$ cat src/rtl/twrl_pkg.sv
// twrl_pkg: constants shared by the three-wire register loader
package twrl_pkg;
	// frame layout: data field first (msb first), address field last
	localparam int TWRL_FRAME_BITS = 24;
	localparam int TWRL_ADDR_BITS = 4;
	localparam int TWRL_DATA_BITS = 20;
	localparam int TWRL_DATA_POS = 4;

	// register address codes
	localparam logic [3:0] TWRL_ADDR_RF_MAIN = 4'h0;
	localparam logic [3:0] TWRL_ADDR_RF_REF = 4'h1;
	localparam logic [3:0] TWRL_ADDR_IF_MAIN = 4'h2;
	localparam logic [3:0] TWRL_ADDR_IF_REF = 4'h3;
	localparam logic [3:0] TWRL_ADDR_OPERATING_CONTROL_REG = 4'h4;
	localparam logic [3:0] TWRL_ADDR_CONFIG = 4'h5;
	localparam logic [3:0] TWRL_ADDR_BIAS = 4'h6;
	localparam logic [3:0] TWRL_ADDR_TEST = 4'h7;

	// meaningful widths; data bits above these are don't-care
	localparam int TWRL_RF_MAIN_W = 18;
	localparam int TWRL_RF_REF_W = 13;
	localparam int TWRL_IF_MAIN_W = 14;
	localparam int TWRL_IF_REF_W = 11;
	localparam int TWRL_CTRL_W = 16;
	localparam int TWRL_TEST_W = 9;

	// reset values: the typical settings
	localparam logic [17:0] TWRL_RF_MAIN_RST = 18'h059d8;
	localparam logic [12:0] TWRL_RF_REF_RST = 13'h0180;
	localparam logic [13:0] TWRL_IF_MAIN_RST = 14'h12c0;
	localparam logic [10:0] TWRL_IF_REF_RST = 11'h180;
	localparam logic [15:0] TWRL_OPERATING_CONTROL_REG_RST = 16'h090f;
	localparam logic [15:0] TWRL_CONFIG_RST = 16'hd03f;
	localparam logic [15:0] TWRL_BIAS_RST = 16'h0000;
	localparam logic [8:0] TWRL_TEST_RST = 9'h000;

	// field positions inside the control registers
	localparam int TWRL_OP_POWER_DOWN_POS = 0;
	localparam int TWRL_OP_LO_BUF_EN_POS = 1;
	localparam int TWRL_CFG_IF_PUMP_POS = 0;
	localparam int TWRL_CFG_RF_PUMP_POS = 2;
	localparam int TWRL_CFG_IF_FAST_POS = 4;
	localparam int TWRL_CFG_RF_FAST1_POS = 5;
	localparam int TWRL_CFG_RF_FAST2_POS = 6;
	localparam int TWRL_BIAS_HP_POS = 0;

	// charge-pump current code width and the turbo (maximum) code
	localparam int TWRL_PUMP_W = 2;
	localparam logic [1:0] TWRL_PUMP_MAX = 2'h3;
endpackage : twrl_pkg

$ cat src/rtl/twrl_sync.sv
// twrl_sync: two-flop synchroniser for a group of asynchronous inputs
`timescale 1ns/100ps
module twrl_sync #(
	parameter int WIDTH = 1,
	parameter logic [WIDTH-1:0] RESET_VALUE = '0
) (
	// clock and reset
	input wire logic clk_sys,
	input wire logic sys_rst,
	// asynchronous inputs and their synchronised copies
	input wire logic [WIDTH-1:0] async_in,
	output logic [WIDTH-1:0] sync_out
);
	typedef struct packed {
		logic [WIDTH-1:0] stage1;
		logic [WIDTH-1:0] stage2;
	} twrl_sync_state_t;

	twrl_sync_state_t state;
	twrl_sync_state_t next_state;

	// stage1 is read only by stage2, never by logic
	always_comb begin
		next_state.stage1 = async_in;
		next_state.stage2 = state.stage1;
	end

	always_ff @(posedge clk_sys or posedge sys_rst) begin
		if (sys_rst) begin
			// both stages reset to the idle pin level, so release shows no false edge
			state.stage1 <= RESET_VALUE;
			state.stage2 <= RESET_VALUE;
		end else begin
			state <= next_state;
		end
	end

	assign sync_out = state.stage2;
endmodule : twrl_sync

$ cat src/rtl/twrl_hold.sv
// twrl_hold: one loadable program register with a reset value
`timescale 1ns/100ps
module twrl_hold #(
	parameter int WIDTH = 16,
	parameter logic [WIDTH-1:0] RESET_VALUE = '0
) (
	// clock and reset
	input wire logic clk_sys,
	input wire logic sys_rst,
	// load strobe and data
	input wire logic load,
	input wire logic [WIDTH-1:0] load_data,
	output logic [WIDTH-1:0] value
);
	typedef struct packed {
		logic [WIDTH-1:0] held;
	} twrl_hold_state_t;

	twrl_hold_state_t state;
	twrl_hold_state_t next_state;

	// nothing but sys_rst clears it, so power-down never loses contents
	always_comb begin
		next_state = state;
		if (load) begin
			next_state.held = load_data;
		end
	end

	always_ff @(posedge clk_sys or posedge sys_rst) begin
		if (sys_rst) begin
			state.held <= RESET_VALUE;
		end else begin
			state <= next_state;
		end
	end

	assign value = state.held;
endmodule : twrl_hold

$ cat src/rtl/twrl_loader.sv
// twrl_loader: three-wire serial register loader with control decoding
//
// Behaviour
// - eight registers, each loaded by 24-bit word
// - address in low 4 bits, data above
// - don't-care data bits are ignored
// - shift one bit per clock rise, select low
// - select rising loads the addressed register
// - rf dividers set rf pll ratios
// - if dividers set if pll ratios
// - serial loading works during shutdown
// - power down by bit zero or pin low
// - contents survive either shutdown
// - lo output enabled only when bit set
// - fast-lock bit gives turbo pump current
// - after lock, pump uses programmed current
// - high-power select chooses bias mode
// - address codes map to the eight registers
`timescale 1ns/100ps
module twrl_loader (
	// clock and reset
	input wire logic clk_sys,
	input wire logic sys_rst,
	// serial port pins
	input wire logic serial_clk,
	input wire logic serial_cs_n,
	input wire logic serial_data,
	// pins and analog status
	input wire logic power_down_pin_n,
	input wire logic if_pll_locked,
	input wire logic rf_pll_locked,
	// divider ratios
	output logic [twrl_pkg::TWRL_RF_MAIN_W-1:0] rf_main_divider,
	output logic [twrl_pkg::TWRL_RF_REF_W-1:0] rf_ref_divider,
	output logic [twrl_pkg::TWRL_IF_MAIN_W-1:0] if_main_divider,
	output logic [twrl_pkg::TWRL_IF_REF_W-1:0] if_ref_divider,
	// raw control registers
	output logic [twrl_pkg::TWRL_CTRL_W-1:0] operating_control_reg,
	output logic [twrl_pkg::TWRL_CTRL_W-1:0] config_reg,
	output logic [twrl_pkg::TWRL_CTRL_W-1:0] bias_current_reg,
	output logic [twrl_pkg::TWRL_TEST_W-1:0] test_reg,
	// decoded controls
	output logic device_power_down,
	output logic if_lo_out,
	output logic if_turbo,
	output logic rf_turbo,
	output logic [twrl_pkg::TWRL_PUMP_W-1:0] if_pump_current,
	output logic [twrl_pkg::TWRL_PUMP_W-1:0] rf_pump_current,
	output logic high_power_select,
	// one-cycle pulse per accepted word
	output logic word_loaded
);
	import twrl_pkg::*;

	typedef struct packed {
		logic sclk_prev;
		logic cs_n_prev;
		logic [TWRL_FRAME_BITS-1:0] shift;
		logic power_down;
		logic lo_out;
		logic if_turbo;
		logic rf_turbo;
		logic [TWRL_PUMP_W-1:0] if_pump;
		logic [TWRL_PUMP_W-1:0] rf_pump;
		logic high_power;
		logic loaded;
	} twrl_loader_state_t;

	twrl_loader_state_t state;
	twrl_loader_state_t next_state;

	logic sclk_s;
	logic cs_n_s;
	logic sdata_s;
	logic pd_pin_n_s;
	logic if_lock_s;
	logic rf_lock_s;
	logic sclk_rise;
	logic cs_rise;
	logic [TWRL_ADDR_BITS-1:0] word_addr;
	logic [TWRL_DATA_BITS-1:0] word_data;
	logic [7:0] load_sel;
	logic if_fast;
	logic rf_fast;

	// every pin is outside the clock domain; clock and data share the same delay
	twrl_sync #(
		.WIDTH(6),
		.RESET_VALUE(6'h34) // idle levels: clock, select and power-down pin high
	) u_sync (
		.clk_sys(clk_sys),
		.sys_rst(sys_rst),
		.async_in({serial_clk, serial_cs_n, serial_data,
			power_down_pin_n, if_pll_locked, rf_pll_locked}),
		.sync_out({sclk_s, cs_n_s, sdata_s, pd_pin_n_s, if_lock_s, rf_lock_s})
	);

	// edges found on the synchronised copies only
	assign sclk_rise = sclk_s & ~state.sclk_prev;
	assign cs_rise = cs_n_s & ~state.cs_n_prev;

	// low four bits are address, upper twenty are data
	assign word_addr = state.shift[TWRL_ADDR_BITS-1:0];
	assign word_data = state.shift[TWRL_FRAME_BITS-1:TWRL_DATA_POS];

	// address decode; codes 8..f select nothing
	always_comb begin
		load_sel = 8'h00;
		if (cs_rise) begin
			case (word_addr)
				TWRL_ADDR_RF_MAIN: load_sel = 8'h01;
				TWRL_ADDR_RF_REF: load_sel = 8'h02;
				TWRL_ADDR_IF_MAIN: load_sel = 8'h04;
				TWRL_ADDR_IF_REF: load_sel = 8'h08;
				TWRL_ADDR_OPERATING_CONTROL_REG: load_sel = 8'h10;
				TWRL_ADDR_CONFIG: load_sel = 8'h20;
				TWRL_ADDR_BIAS: load_sel = 8'h40;
				TWRL_ADDR_TEST: load_sel = 8'h80;
				default: load_sel = 8'h00;
			endcase
		end
	end

	// eight registers; each keeps only its meaningful low bits
	twrl_hold #(
		.WIDTH(TWRL_RF_MAIN_W),
		.RESET_VALUE(TWRL_RF_MAIN_RST)
	) u_rf_main (
		.clk_sys(clk_sys),
		.sys_rst(sys_rst),
		.load(load_sel[0]),
		.load_data(word_data[TWRL_RF_MAIN_W-1:0]),
		.value(rf_main_divider)
	);

	twrl_hold #(
		.WIDTH(TWRL_RF_REF_W),
		.RESET_VALUE(TWRL_RF_REF_RST)
	) u_rf_ref (
		.clk_sys(clk_sys),
		.sys_rst(sys_rst),
		.load(load_sel[1]),
		.load_data(word_data[TWRL_RF_REF_W-1:0]),
		.value(rf_ref_divider)
	);

	twrl_hold #(
		.WIDTH(TWRL_IF_MAIN_W),
		.RESET_VALUE(TWRL_IF_MAIN_RST)
	) u_if_main (
		.clk_sys(clk_sys),
		.sys_rst(sys_rst),
		.load(load_sel[2]),
		.load_data(word_data[TWRL_IF_MAIN_W-1:0]),
		.value(if_main_divider)
	);

	twrl_hold #(
		.WIDTH(TWRL_IF_REF_W),
		.RESET_VALUE(TWRL_IF_REF_RST)
	) u_if_ref (
		.clk_sys(clk_sys),
		.sys_rst(sys_rst),
		.load(load_sel[3]),
		.load_data(word_data[TWRL_IF_REF_W-1:0]),
		.value(if_ref_divider)
	);

	twrl_hold #(
		.WIDTH(TWRL_CTRL_W),
		.RESET_VALUE(TWRL_OPERATING_CONTROL_REG_RST)
	) u_operating_control_reg (
		.clk_sys(clk_sys),
		.sys_rst(sys_rst),
		.load(load_sel[4]),
		.load_data(word_data[TWRL_CTRL_W-1:0]),
		.value(operating_control_reg)
	);

	twrl_hold #(
		.WIDTH(TWRL_CTRL_W),
		.RESET_VALUE(TWRL_CONFIG_RST)
	) u_config (
		.clk_sys(clk_sys),
		.sys_rst(sys_rst),
		.load(load_sel[5]),
		.load_data(word_data[TWRL_CTRL_W-1:0]),
		.value(config_reg)
	);

	twrl_hold #(
		.WIDTH(TWRL_CTRL_W),
		.RESET_VALUE(TWRL_BIAS_RST)
	) u_bias (
		.clk_sys(clk_sys),
		.sys_rst(sys_rst),
		.load(load_sel[6]),
		.load_data(word_data[TWRL_CTRL_W-1:0]),
		.value(bias_current_reg)
	);

	twrl_hold #(
		.WIDTH(TWRL_TEST_W),
		.RESET_VALUE(TWRL_TEST_RST)
	) u_test (
		.clk_sys(clk_sys),
		.sys_rst(sys_rst),
		.load(load_sel[7]),
		.load_data(word_data[TWRL_TEST_W-1:0]),
		.value(test_reg)
	);

	// fast-lock requests from the configuration register
	assign if_fast = config_reg[TWRL_CFG_IF_FAST_POS];
	assign rf_fast = config_reg[TWRL_CFG_RF_FAST1_POS] | config_reg[TWRL_CFG_RF_FAST2_POS];

	// shifting, edge history and decoded controls
	always_comb begin
		next_state = state;
		next_state.sclk_prev = sclk_s;
		next_state.cs_n_prev = cs_n_s;
		// no power-down term here, so loading goes on in shutdown
		if (!cs_n_s && sclk_rise) begin
			next_state.shift = {state.shift[TWRL_FRAME_BITS-2:0], sdata_s};
		end
		next_state.loaded = |load_sel;
		// either source alone powers down; registers stay untouched
		next_state.power_down = ~operating_control_reg[TWRL_OP_POWER_DOWN_POS]
			| ~pd_pin_n_s;
		next_state.lo_out = operating_control_reg[TWRL_OP_LO_BUF_EN_POS];
		// turbo only while acquiring; lock status ends it
		next_state.if_turbo = if_fast & ~if_lock_s;
		next_state.rf_turbo = rf_fast & ~rf_lock_s;
		if (next_state.if_turbo) begin
			next_state.if_pump = TWRL_PUMP_MAX;
		end else begin
			next_state.if_pump = config_reg[TWRL_CFG_IF_PUMP_POS +: TWRL_PUMP_W];
		end
		if (next_state.rf_turbo) begin
			next_state.rf_pump = TWRL_PUMP_MAX;
		end else begin
			next_state.rf_pump = config_reg[TWRL_CFG_RF_PUMP_POS +: TWRL_PUMP_W];
		end
		next_state.high_power = bias_current_reg[TWRL_BIAS_HP_POS];
	end

	// prev flags reset high so a select already high at release is no edge
	always_ff @(posedge clk_sys or posedge sys_rst) begin
		if (sys_rst) begin
			state <= '0;
			state.sclk_prev <= 1'b1;
			state.cs_n_prev <= 1'b1;
		end else begin
			state <= next_state;
		end
	end

	// decoded outputs come straight from state flops
	assign device_power_down = state.power_down;
	assign if_lo_out = state.lo_out;
	assign if_turbo = state.if_turbo;
	assign rf_turbo = state.rf_turbo;
	assign if_pump_current = state.if_pump;
	assign rf_pump_current = state.rf_pump;
	assign high_power_select = state.high_power;
	assign word_loaded = state.loaded;
endmodule : twrl_loader

$ cat config.mk
export PLATFORM = sky130hd
export DESIGN_NAME = twrl_loader
export DESIGN_NICKNAME = d
export VERILOG_FILES = /design/src/rtl/twrl_pkg.sv /design/src/rtl/twrl_sync.sv /design/src/rtl/twrl_hold.sv /design/src/rtl/twrl_loader.sv
export SDC_FILE = /design/constraint.sdc
export NUM_CORES = 1
export LEC_CHECK = 0
export BUFFER_PORTS_ARGS = -buffer_cell sky130_fd_sc_hd__buf_2
export CORE_MARGIN = 1
export CORE_UTILIZATION = 50
export CTS_BUF_LIST = sky130_fd_sc_hd__clkbuf_2 sky130_fd_sc_hd__clkbuf_4 sky130_fd_sc_hd__clkbuf_8
export DETAILED_ROUTE_END_ITERATION = 8
export PLACE_DENSITY_LB_ADDON = 0.08
export REMOVE_ABC_BUFFERS = 1
export SYNTH_ARGS = -nofsm -noshare
export SYNTH_HDL_FRONTEND = slang
export SYNTH_SLANG_ARGS = --single-unit
$ cat constraint.sdc
create_clock -name clk_sys -period 5.7 [get_ports clk_sys]
set_input_delay 0.855 -clock clk_sys [delete_from_list [all_inputs] [get_ports clk_sys]]
set_output_delay 0.855 -clock clk_sys [all_outputs]
set_load 0.005 [all_outputs]
# Word-level counts from Yosys, hierarchy flattened
# Memories as Yosys holds them, arrays and structs flattened.
# Index checks and enable logic that the tools add are counted.
# totals
reg_bits	159
latchBits	0
mem_bits_rw	0
mem_bits_ro	64
inputBits	8
output_inout_bits	123
elab_cells	41
n_memories	1
# mem_list
name	depth	word_bits	rd	rd_clocked_by_memory_dff	write_ports	line	text
(no name shown)	8	8	1	0	0	twrl_loader.sv:110	case (word_addr)
# op_classes
addsub	0
mul	0
div_mod_pow	0
order_cmp	0
eq_ne	0
shifts	0
muxes	4
bitwise	12
reduce_logical	3
# op_table
operator	count
$mux W8	2
$reduce_or A8 Y1	1
$not A1 Y1	6
$and A1 B1 Y1	4
$mux W2	2
$or A1 B1 Y1	2
$logic_and A1 B1 Y1	1
$logic_not A1 Y1	1

# Depth between registers and ports, before layout
# Gate-level depths: netlist of run 1.
# depth
word_depth	4
ltp_mapped	4
ltp_nobuf	3

# Hierarchy
# A second synthesis of run 1 with hierarchy kept.
# hier_totals
hier_cells	346
area_unflattened_um2	6222.2
# by_module_without_submodules
mod	n_inst	cells_each	area_per_inst_um2	seq_area_each_um2
twrl_loader	1	87	1312.5	853.3
twrl_hold (u_rf_main)	1	39	735.7	460.4
twrl_hold (u_config)	1	35	664.4	411.6
twrl_hold (u_operating_control_reg)	1	35	660.6	407.9
twrl_hold (u_bias)	1	35	653.1	400.4
twrl_hold (u_if_main)	1	30	528.0	355.3
twrl_hold (u_rf_ref)	1	28	526.8	327.8
twrl_hold (u_if_ref)	1	24	454.2	277.8
twrl_hold (u_test)	1	20	375.4	225.2
twrl_sync	1	13	311.5	307.8

# Worst setup path before layout of run 1
# Ideal clock, no wire load.
# synth_timing
kind	reg2reg
from	reg state[34] in the netlist's numbering
to	reg u_bias.state, in the netlist u_bias.value[0]
setup_ns	0.125
arrival_ns	1.509
t_required_ns	5.575
path_slack_ns	4.066
path_stages_with_launch	5
n_path_buf	1
period_less_slack_ns	1.634
cell_sequence	dfstp_2 and4bb_1 nand2_2 buf_2 mux2_2
# synth_via
elab_chain_len	3
# synth_rtl
item	line	text
from (decl)	twrl_loader.sv:69	twrl_loader_state_t state;
from (signal assigned)	twrl_loader.sv:254	state <= next_state;
$not A1 Y1	twrl_loader.sv:100	assign cs_rise = cs_n_s & ~state.cs_n_prev;
$and A1 B1 Y1	twrl_loader.sv:100	
$mux W8	twrl_loader.sv:109	if (cs_rise) begin
to (signal assigned)	twrl_hold.sv:34	state <= next_state;
to (decl)	twrl_hold.sv:19	twrl_hold_state_t state;
# Every way passes these cells.
# A chain may end at the register's enable or synchronous reset.

# Worst setup path after layout of run 1
# layout_timing
from	reg u_sync.state, in the netlist u_sync.sync_out[4]
to	reg u_if_ref.state, in the netlist u_if_ref.value[9]
# layout_via
elab_chain_len	2
# layout_rtl
item	line	text
from (decl)	twrl_sync.sv:19	twrl_sync_state_t state;
from (signal assigned)	twrl_sync.sv:34	state <= next_state;
$and A1 B1 Y1	twrl_loader.sv:100	
$mux W8	twrl_loader.sv:109	
to (signal assigned)	twrl_hold.sv:34	
to (decl)	twrl_hold.sv:19	
# Every way passes these cells.

==> flow_summary.yaml, run 1 <==
run_status:
  outcome: "completed"
global_routing:
  grt_pass1_wl_um: 17500
  grt_pass1_vias: 3209
  grt_start_max_net_pins: 106
  grt_overflow: 0
  antenna_found_initial: 0
  grt_use_total_pct: 20.3
synth:
  syn_area_um2: 5860
  synth_xor_area_share_pct: 0
  yosys.area_share.simple_pct: 2.69
  synth_mux_area_share_pct: 26.0
  yosysSeqAreaShare_pct: 68.8
  synth.distinct_cells: 18
  synth_cells: 345
  synth_top_family_by_area: "multiplexers"
  synth-compound-area-share_pct: 0
  synth-seq-cells: 159
  synth_area_per_cell_um2: 17.0
  synth_adder_area_share_pct: 0
  ys_warn_count: 0
detailed_routing:
  via_per_inst: 5.13
  wl_um: 11500
  ant_nets: 0
  drt_pass1_iterations: 3
  drtIter0Drc: 133
  vias: 3218
  drcViolationCount: 0
  wl_per_cell_um: 18.3
worst_setup_path:
  required_ps: 6030
  cp-end-kind: "flop"
  cp-startpoint: "u_sync.sync_out[4]"
  critPathMaxFanout: 11
  cp.arrival_ps: 2370
  r2r-start: "u_sync.sync_out[4]"
  critPathLaunchType: "flop"
  worstSetupPathType: "flop to flop"
sta:
  finalSetupViolations: 0
  fin_skew_ps: 8.56
  fmax_mhz: 491
  period_share_pct: 35.8
  setup_tns_ps: 0
  rsz0062_at_grt: "false"
  period_needed_ps: 2040
  tightestPinTransition_ps: 926
  hold_viol: 0
  slew_headroom_pct: 38.3
  slew_viol_final: 0
  fin_ws_ps: 3660
power:
  total_power_uw: 2420
  powerDensity_nw_per_um2: 348
  comb_power_share_pct: 11.4
  vdd_drop_max_v: 0.000226
  power.internal_uw: 1800
  leakagePower_uw: 0.00380
  pwr-share-seq_pct: 56.3
  switchingPower_uw: 614
  p_sw_share_pct: 25.4
  power_frac_clock_pct: 32.3
placed_design:
  routabilityCongestion: 0.670
  io_buffers: 130
  dpl.hpwl_um: 7200
  dp_slack_ps: 3280
clocking:
  cts.sink_count: 159
  clock_path_buffers: 2
  clk_latency_ps: 440
  root_buffer: "clkbuf_8"
  cts.reportedPaths.clkPinSlew_ps: 80
  h-tree-depth: 4
  holdBufCountCts: 0
  cts-buffers-inserted: 17
  cts_setup_buffers: 0
  cts_tree: "yes"
  cts_resized: 0
finish:
  multi_input_area_um2: 1680
  nets: 479
  final_cell_mix: "135 x mux2_2, 130 x buf_2, 120 x dfrtp_1, 39 x dfstp_2, 17 x clkbuf_8"
  drive_above_1_share_pct: 71.5
  finish.utilization_pct: 60.8
  regArea_um2: 4030
  final_common_cell: "mux2_2"
  antenna_cells: 0
  area_delta_synth_final_pct: 18.5
  nFillCells: 912
die:
  dieArea_um2: 12200
  coreArea_um2: 11400
  placementRows: 39
  die_y_um: 110
  start_util_pct: 51.3
  ios: 131
  fp.dieW_um: 110
run:
  maxCapViolations: 0
min_path:
  hp-start: "u_sync.next_state[0]"
  hold_path.class: "flop to flop"
-- synthesized netlist by cell type, drive strengths merged --
| cell type | instances | area, µm² |
|---|---|---|
| and3 | 2 | 12.5 |
| and4bb | 1 | 12.5 |
| buf | 25 | 140 |
| dfrtp | 120 | 3000 |
| dfstp | 39 | 1020 |
| inv | 3 | 11.3 |
| mux2 | 135 | 1520 |
| nand2 | 7 | 36.3 |
| nand2b | 5 | 31.3 |
| nor2 | 2 | 7.51 |
| nor2b | 2 | 12.5 |
| nor3b | 2 | 15.0 |
| nor4b | 1 | 23.8 |
| or2 | 1 | 6.26 |
-- registers in the layout, indices dropped and copies added, names as in the netlist --
signal                         flops
state                             24
if_turbo                           1
u_bias.value                      16
high_power_select                  1
if_lo_out                          1
u_operating_control_reg.value     16
u_sync.next_state                  6
u_test.value                       9
if_pump_current                    2
rf_pump_current                    2
u_if_main.value                   14
u_config.value                    16
device_power_down                  1
u_if_ref.value                    11
rf_turbo                           1
u_rf_main.value                   18
u_rf_ref.value                    13
u_sync.sync_out                    6
word_loaded                        1
-- power groups by stage --
stage	logic, µW	clock network, µW	registers, µW
after floorplan	151	0	1360
after global placement	274	0	1380
after detailed placement	283	0	1380
after CTS	283	803	1360
after global routing	310	855	1380
final	276	780	1360
-- critical path, stage by stage (launching register included) --
cell	delay (ps)
dfstp_2	570
nor4b_4	290
and3_1	650
mux2_2	410
-- final cells by class --
class,instances,share of cell area [%]
Clock buffer,19,3.59
Clock inverter,13,1.77
Inverter,3,0.234
Multi-Input combinational cell,158,24.2
Sequential cell,159,58.0
Tap cell,143,2.58
Timing Repair Buffer,132,9.59
-- worst paths after layout --
check | to | slack, ps | cells after the start
worst max-delay path | u_if_ref.value[9] | 3660 | 3
worst min-delay path | u_sync.sync_out[0] | 360 | 0
worst max register to register | u_if_ref.value[9] | 3660 | 3
worst min register to register | u_sync.sync_out[0] | 360 | 0
max in group asynchronous | u_config.value[9] | 3820 | 3
min in group asynchronous | u_bias.value[15] | 610 | 2
-- metal layers --
metal | global-route usage [%] | wire length, µm | vias up
met5 | 0 | 0 | -
met3 | 5.41 | 549 | 11
met2 | 31.7 | 5730 | 82
li1 | - | - | 1442
met1 | 26.9 | 5040 | 1683
met4 | 8.46 | 159 | 0
-- per-stage QoR --
stage               std cells  area, µm²  hold slack, ps
global route              627       6940             363
detailed placement        595       6570             340
floorplan                 320       5720             331
global placement          595       6570             332
CTS                       627       6940             359
finish                    627       6940             357
-- logic make-up after synthesis --
logic type / after synthesis
buf+inv: 28
flops: 159
mux: 135
simple gates: 23
(Power assumes the default switching activity.)
==> inputs of run 2 (changes only) <==
- clock period: 5.7 -> 1.8 ns (I/O delays scaled with it)
==> run 2 against run 1 <==
  * Register-to-register slack got worse by 3600 ps
  * Clock skew down 2.0 ps
  * Final cell count is 4.3% higher
  * Sequential share of layout area shrank 2.9 points
  * Power rose to 3.2 times the previous value
  * Non-clock buffer count increased by 28
  * First-iteration DRC count shrank 22%
  * Combinational power grew to 3.5 times the previous value
  * Via count up 2.5%
  * Critical path depth increased by 1
  * Die area stayed put
==> flow_summary.yaml, run 2 (same netlist as run 1, synthesis figures left out) <==
run_status:
  outcome: "completed"
min_path:
  hold_depth: 0
  hold_path.class: "flop to flop"
  holdPathEnd: "u_sync.sync_out[3]"
  hp-start: "u_sync.next_state[3]"
clocking:
  h-tree-depth: 4
  cts_tree: "yes"
  root_buffer: "clkbuf_8"
  cts.sink_count: 159
  cts-buffers-inserted: 17
  clock_path_buffers: 2
  cts.reportedPaths.clkPinSlew_ps: 80
  clk_latency_ps: 430
worst_setup_path:
  required_ps: 2120
  rr_worst_depth: 4
  r2r-end: "u_test.value[7]"
  r2r_slack_ps: 80
  cp-end-kind: "flop"
  critPathLaunchType: "flop"
  worstSetupPathType: "flop to flop"
  r2r-start: "u_sync.sync_out[4]"
  cp.arrival_ps: 2040
  critPathMaxFanout: 9
  cp-startpoint: "u_sync.sync_out[4]"
detailed_routing:
  drtIter0Drc: 104
  ant_nets: 0
  drt_pass1_iterations: 4
  vias: 3300
  via_per_inst: 5.05
  drcViolationCount: 0
  wl_per_cell_um: 17.7
  wl_um: 11600
power:
  leakagePower_uw: 0.00399
  vdd_drop_max_v: 0.000847
  powerDensity_nw_per_um2: 1070
die:
  fp.dieW_um: 110
  start_util_pct: 51.3
  ios: 131
  coreArea_um2: 11400
  dieArea_um2: 12200
  placementRows: 39
  die_y_um: 110
sta:
  fmax_mhz: 581
  rsz0062_at_grt: "false"
  setup_tns_ps: 0
  hold_viol: 0
  slew_headroom_pct: 76.1
  tightestPinTransition_ps: 359
  hold_ws_ps: 353
  fin_skew_ps: 6.59
  slew_viol_final: 0
  finalSetupViolations: 0
  period_needed_ps: 1720
  period_share_pct: 95.7
global_routing:
  grt_pass1_wl_um: 17900
  grt_overflow: 0
  grt_use_total_pct: 20.7
  antenna_found_initial: 0
  grt_pass1_vias: 3337
  grt_start_max_net_pins: 44
placed_design:
  routabilityCongestion: 0.707
  io_buffers: 130
  placed_area_um2: 6810
  dpl.hpwl_um: 7910
finish:
  area_delta_synth_final_pct: 24.7
  regArea_um2: 4030
  antenna_cells: 0
  regMostFlops: "state"
  final_common_cell: "mux2_2"
  drive_above_1_share_pct: 71.6
  nets: 507
  multi_input_area_um2: 1680
  nFillCells: 901
  fin_area_um2: 7310
  largest_reg_flops: 24
  final_cell_mix: "135 x mux2_2, 130 x buf_2, 120 x dfrtp_1, 39 x dfstp_2, 25 x clkbuf_8"
  finish.utilization_pct: 64.0
run:
  maxCapViolations: 0
==> run 2: how the worst max path moves through the flow <==
stage | end | slack [ps] | cells after the start
final | u_test.value[7] | 80 | 4
after global routing | u_test.value[7] | 20 | 4
after CTS | u_if_ref.value[5] | 60 | 4
after detailed placement | u_if_ref.value[4] | 80 | 4
after global placement | u_if_ref.value[3] | 120 | 4
after floorplan | device_power_down | -2700 | 1
==> run 2: report_power, final <==
part | leakage [µW] | total (µW) | switching [µW] | internal (µW)
clock network | 0.000211 | 2580 | 1170 | 1410
registers | 0.00204 | 4310 | 324 | 3980
logic | 0.00174 | 961 | 406 | 555
==> run 2: final cells by class <==
cell class / instances / share of cell area (%)
clock buffers: 27 / 4.92
clock inverters: 4 / 0.651
inverters: 3 / 0.223
multi-input cells: 158 / 23.0
flip-flops and latches: 159 / 55.1
well taps: 143 / 2.45
repair buffers: 160 / 13.6
==> run 2: layer usage <==
metal  vias up  routed length [µm]  global-route usage (%)
met5         -                   0                       0
met4         0                 161                    8.18
met3        18                 550                    6.17
met2        89                5710                    32.2
met1      1692                5130                    27.2
li1       1501                   -                       -
==> run 2: through the flow <==
| step | setup WS [ps] | cells | total power, µW |
|---|---|---|---|
| finish | 78.3 | 654 | 7850 |
| global route | 17.7 | 654 | 8260 |
| CTS | 63.3 | 652 | 7960 |
| detailed placement | 76.1 | 614 | 5340 |
| global placement | 121 | 614 | 5310 |
| floorplan | -2700 | 320 | 4790 |
==> run 2: repair_timing <==
action,CTS,global route
setup endpoints to repair,0,7
hold buffers,7,0
hold endpoints to repair,29,0
buffers inserted,0,2
gates resized for setup,0,0
==> run 2: worst max-delay path: stages (launching register included) <==
cell and delay (ps):
dfstp_2 570, and4bb_1 320, and3_1 240, buf_12 140
mux2_2 330
==> inputs of run 3 (changes only) <==
- ABC_AREA: unset -> 1
==> run 3 against run 2 <==
  * Via count increased by 45%
  * Sequential power shrank 7.4%
  * Hold slack improved by 4.4 ps
  * Power fell by 5.3%
  * Global-route usage rose by 4.2 points
  * Worst setup slack improved by 120 ps
  * Die area up 6.6%
  * Clock-buffer cell count decreased by 2
  * Sequential cell count unchanged
  * Maximum frequency grew 7.7%
==> flow_summary.yaml, run 3 <==
synth:
  ys_warn_count: 0
  synth.distinct_cells: 20
  yosys.area_share.simple_pct: 27.2
  yosysSeqAreaShare_pct: 64.4
  synthFlopType: "dfrtp_1"
  synth-compound-area-share_pct: 1.96
  synth_xor_area_share_pct: 0
  synth-seq-cells: 159
  synth_top_family_by_area: "simple AND/OR/NAND/NOR gates"
  synthArstFlopShare_pct: 100
  synth_area_per_cell_um2: 9.59
  synth_adder_area_share_pct: 0
  yosysMostFrequentCell: "nand2_1"
  synth_cells: 652
  synth_mux_area_share_pct: 0
  synth.area.top_cells: "dfrtp_1 48%, dfstp_2 16%, nand2_1 15%"
  synth_commonest_cells: "253 x nand2_1, 120 x dfrtp_1, 115 x nand3_1, 39 x dfstp_2, 33 x buf_2"
  synth_edf_count: 0
  synth_top_area_cell: "dfrtp_1"
  netlist.area_leader.share_pct: 48.0
  syn_area_um2: 6250
finish:
  final_cell_mix: "253 x nand2_1, 130 x buf_2, 120 x dfrtp_1, 115 x nand3_1, 39 x dfstp_2"
  final-instance-count-excl-fill: 952
  final_common_cell: "nand2_1"
  largest_reg_flops: 24
  regMostFlops: "state"
  multi_input_area_um2: 1840
  nFillCells: 1084
  area_delta_synth_final_pct: 19.5
  regArea_um2: 4030
  drive_above_1_share_pct: 30.7
  nets: 779
  antenna_cells: 0
clocking:
  cts_resized: 0
  clk_latency_ps: 450
  h-tree-depth: 4
  cts.reportedPaths.clkPinSlew_ps: 70
  cts.sink_count: 159
  clock_path_buffers: 2
  cts_tree: "yes"
  root_buffer: "clkbuf_8"
  cts-buffers-inserted: 17
detailed_routing:
  via_per_inst: 5.02
  vias: 4775
  drtIter0Drc: 338
  drcViolationCount: 0
  drt_pass1_iterations: 5
  wl_per_cell_um: 15.7
  wl_um: 14900
  ant_nets: 0
sta:
  slew_viol_final: 0
  period_needed_ps: 1600
  fin_skew_ps: 9.36
  hold_viol: 0
  rsz0062_at_grt: "false"
  period_share_pct: 88.8
  setup_tns_ps: 0
  fin_ws_ps: 201
  hold_ws_ps: 357
  slew_headroom_pct: 64.5
  fmax_mhz: 625
  tightestPinTransition_ps: 532
  finalSetupViolations: 0
global_routing:
  grt_pass1_vias: 4604
  grtUsageMet1_pct: 34.6
  grt_pass1_wl_um: 24300
  antenna_found_initial: 0
  met3_usage_pct: 5.10
  grt_start_max_net_pins: 53
  grt_overflow: 0
  met2_usage_pct: 38.3
  grt_use_total_pct: 24.8
  busiest_layer: "met2"
die:
  dieArea_um2: 13000
  fp.dieW_um: 114
  placementRows: 40
  ios: 131
  die_y_um: 114
  coreArea_um2: 12100
  start_util_pct: 51.6
worst_setup_path:
  required_ps: 2130
  critPathLaunchType: "flop"
  cp-endpoint: "u_operating_control_reg.value[9]"
  critPathMaxFanout: 16
  r2r-end: "u_operating_control_reg.value[9]"
  r2r_slack_ps: 200
  cp-end-kind: "flop"
  worstSetupPathType: "flop to flop"
  cp.arrival_ps: 1930
  cp-startpoint: "u_sync.sync_out[4]"
  rr_worst_depth: 5
  r2r-start: "u_sync.sync_out[4]"
run:
  maxCapViolations: 0
power:
  powerDensity_nw_per_um2: 995
  vdd_drop_max_v: 0.000477
  total_power_uw: 7430
  leakagePower_uw: 0.00420
placed_design:
  io_buffers: 130
  routabilityCongestion: 0.767
  dp.cells: 913
  dp_slack_ps: 177
  dpl.hpwl_um: 9580
min_path:
  hold_path.class: "flop to flop"
run_status:
  outcome: "completed"
[run 3: cell count changes in the layout (fill, tap and decap cells not counted), moves of 6 or more]
cell,previous run,this run
nand2_1,3,253
mux2_2,135,0
nand3_1,0,115
inv_1,2,22
clkbuf_8,25,19
nor2_4,0,7
o21ai_0,0,22
[run 3: layout make-up]
| type | instances | area share [%] |
|---|---|---|
| Sequential cell | 159 | 53.9 |
| Multi-Input combinational cell | 412 | 24.6 |
| Timing Repair Buffer | 153 | 11.9 |
| Clock buffer | 25 | 4.11 |
| Tap cell | 168 | 2.82 |
| Inverter | 28 | 1.47 |
| Clock inverter | 7 | 1.14 |
[run 3: worst max-delay path: stages (launching register included)]
cell and delay, ps:
dfstp_2 550, inv_2 50, nor2_4 230, nand3_2 410
nand2_1 170, nand2_1 70
[run 3: layer usage]
layer,part of all wire [%],vias up
li1,-,2292
met1,45,2305
met2,47,152
met3,5.3,26
met4,2.2,0
met5,0,-
[run 3: stage by stage]
step	utilization [%]	area [µm²]
floorplan	-	5950
global placement	57.8	7010
detailed placement	57.8	7010
CTS	61.7	7470
global route	61.7	7470
finish	61.7	7470
[run 3: how the worst min path moves through the flow]
stage / from / endpoint / slack [ps] / depth (start not counted)
floorplan: power_down_pin_n / u_sync.next_state[2] / 270 / 0
global placement: sys_rst / u_rf_ref.value[6] / 310 / 2
detailed placement: sys_rst / u_sync.sync_out[1] / 300 / 2
CTS: sys_rst / u_sync.sync_out[1] / 360 / 3
global route: u_sync.next_state[2] / u_sync.sync_out[2] / 370 / 0
finish: u_sync.next_state[3] / u_sync.sync_out[3] / 360 / 0
[run 3: logic make-up (layout without fill, tap and decap cells)]
kind of cell	count (synthesis)	in the layout
AOI/OAI and AO/OA	24	24
buffers and inverters	81	213
DFF	159	159
and+or+nand+nor	388	388
[run 3: report_power, final]
group | switching (µW) | internal, µW | total, µW
registers | 217 | 3770 | 3990
clock network | 1230 | 1390 | 2620
logic | 565 | 260 | 826
[run 3: what timing repair did]
action / in CTS / in global routing
setup buffers: 0 / 0
hold endpoints to repair: 38 / 0
hold buffers: 7 / 0
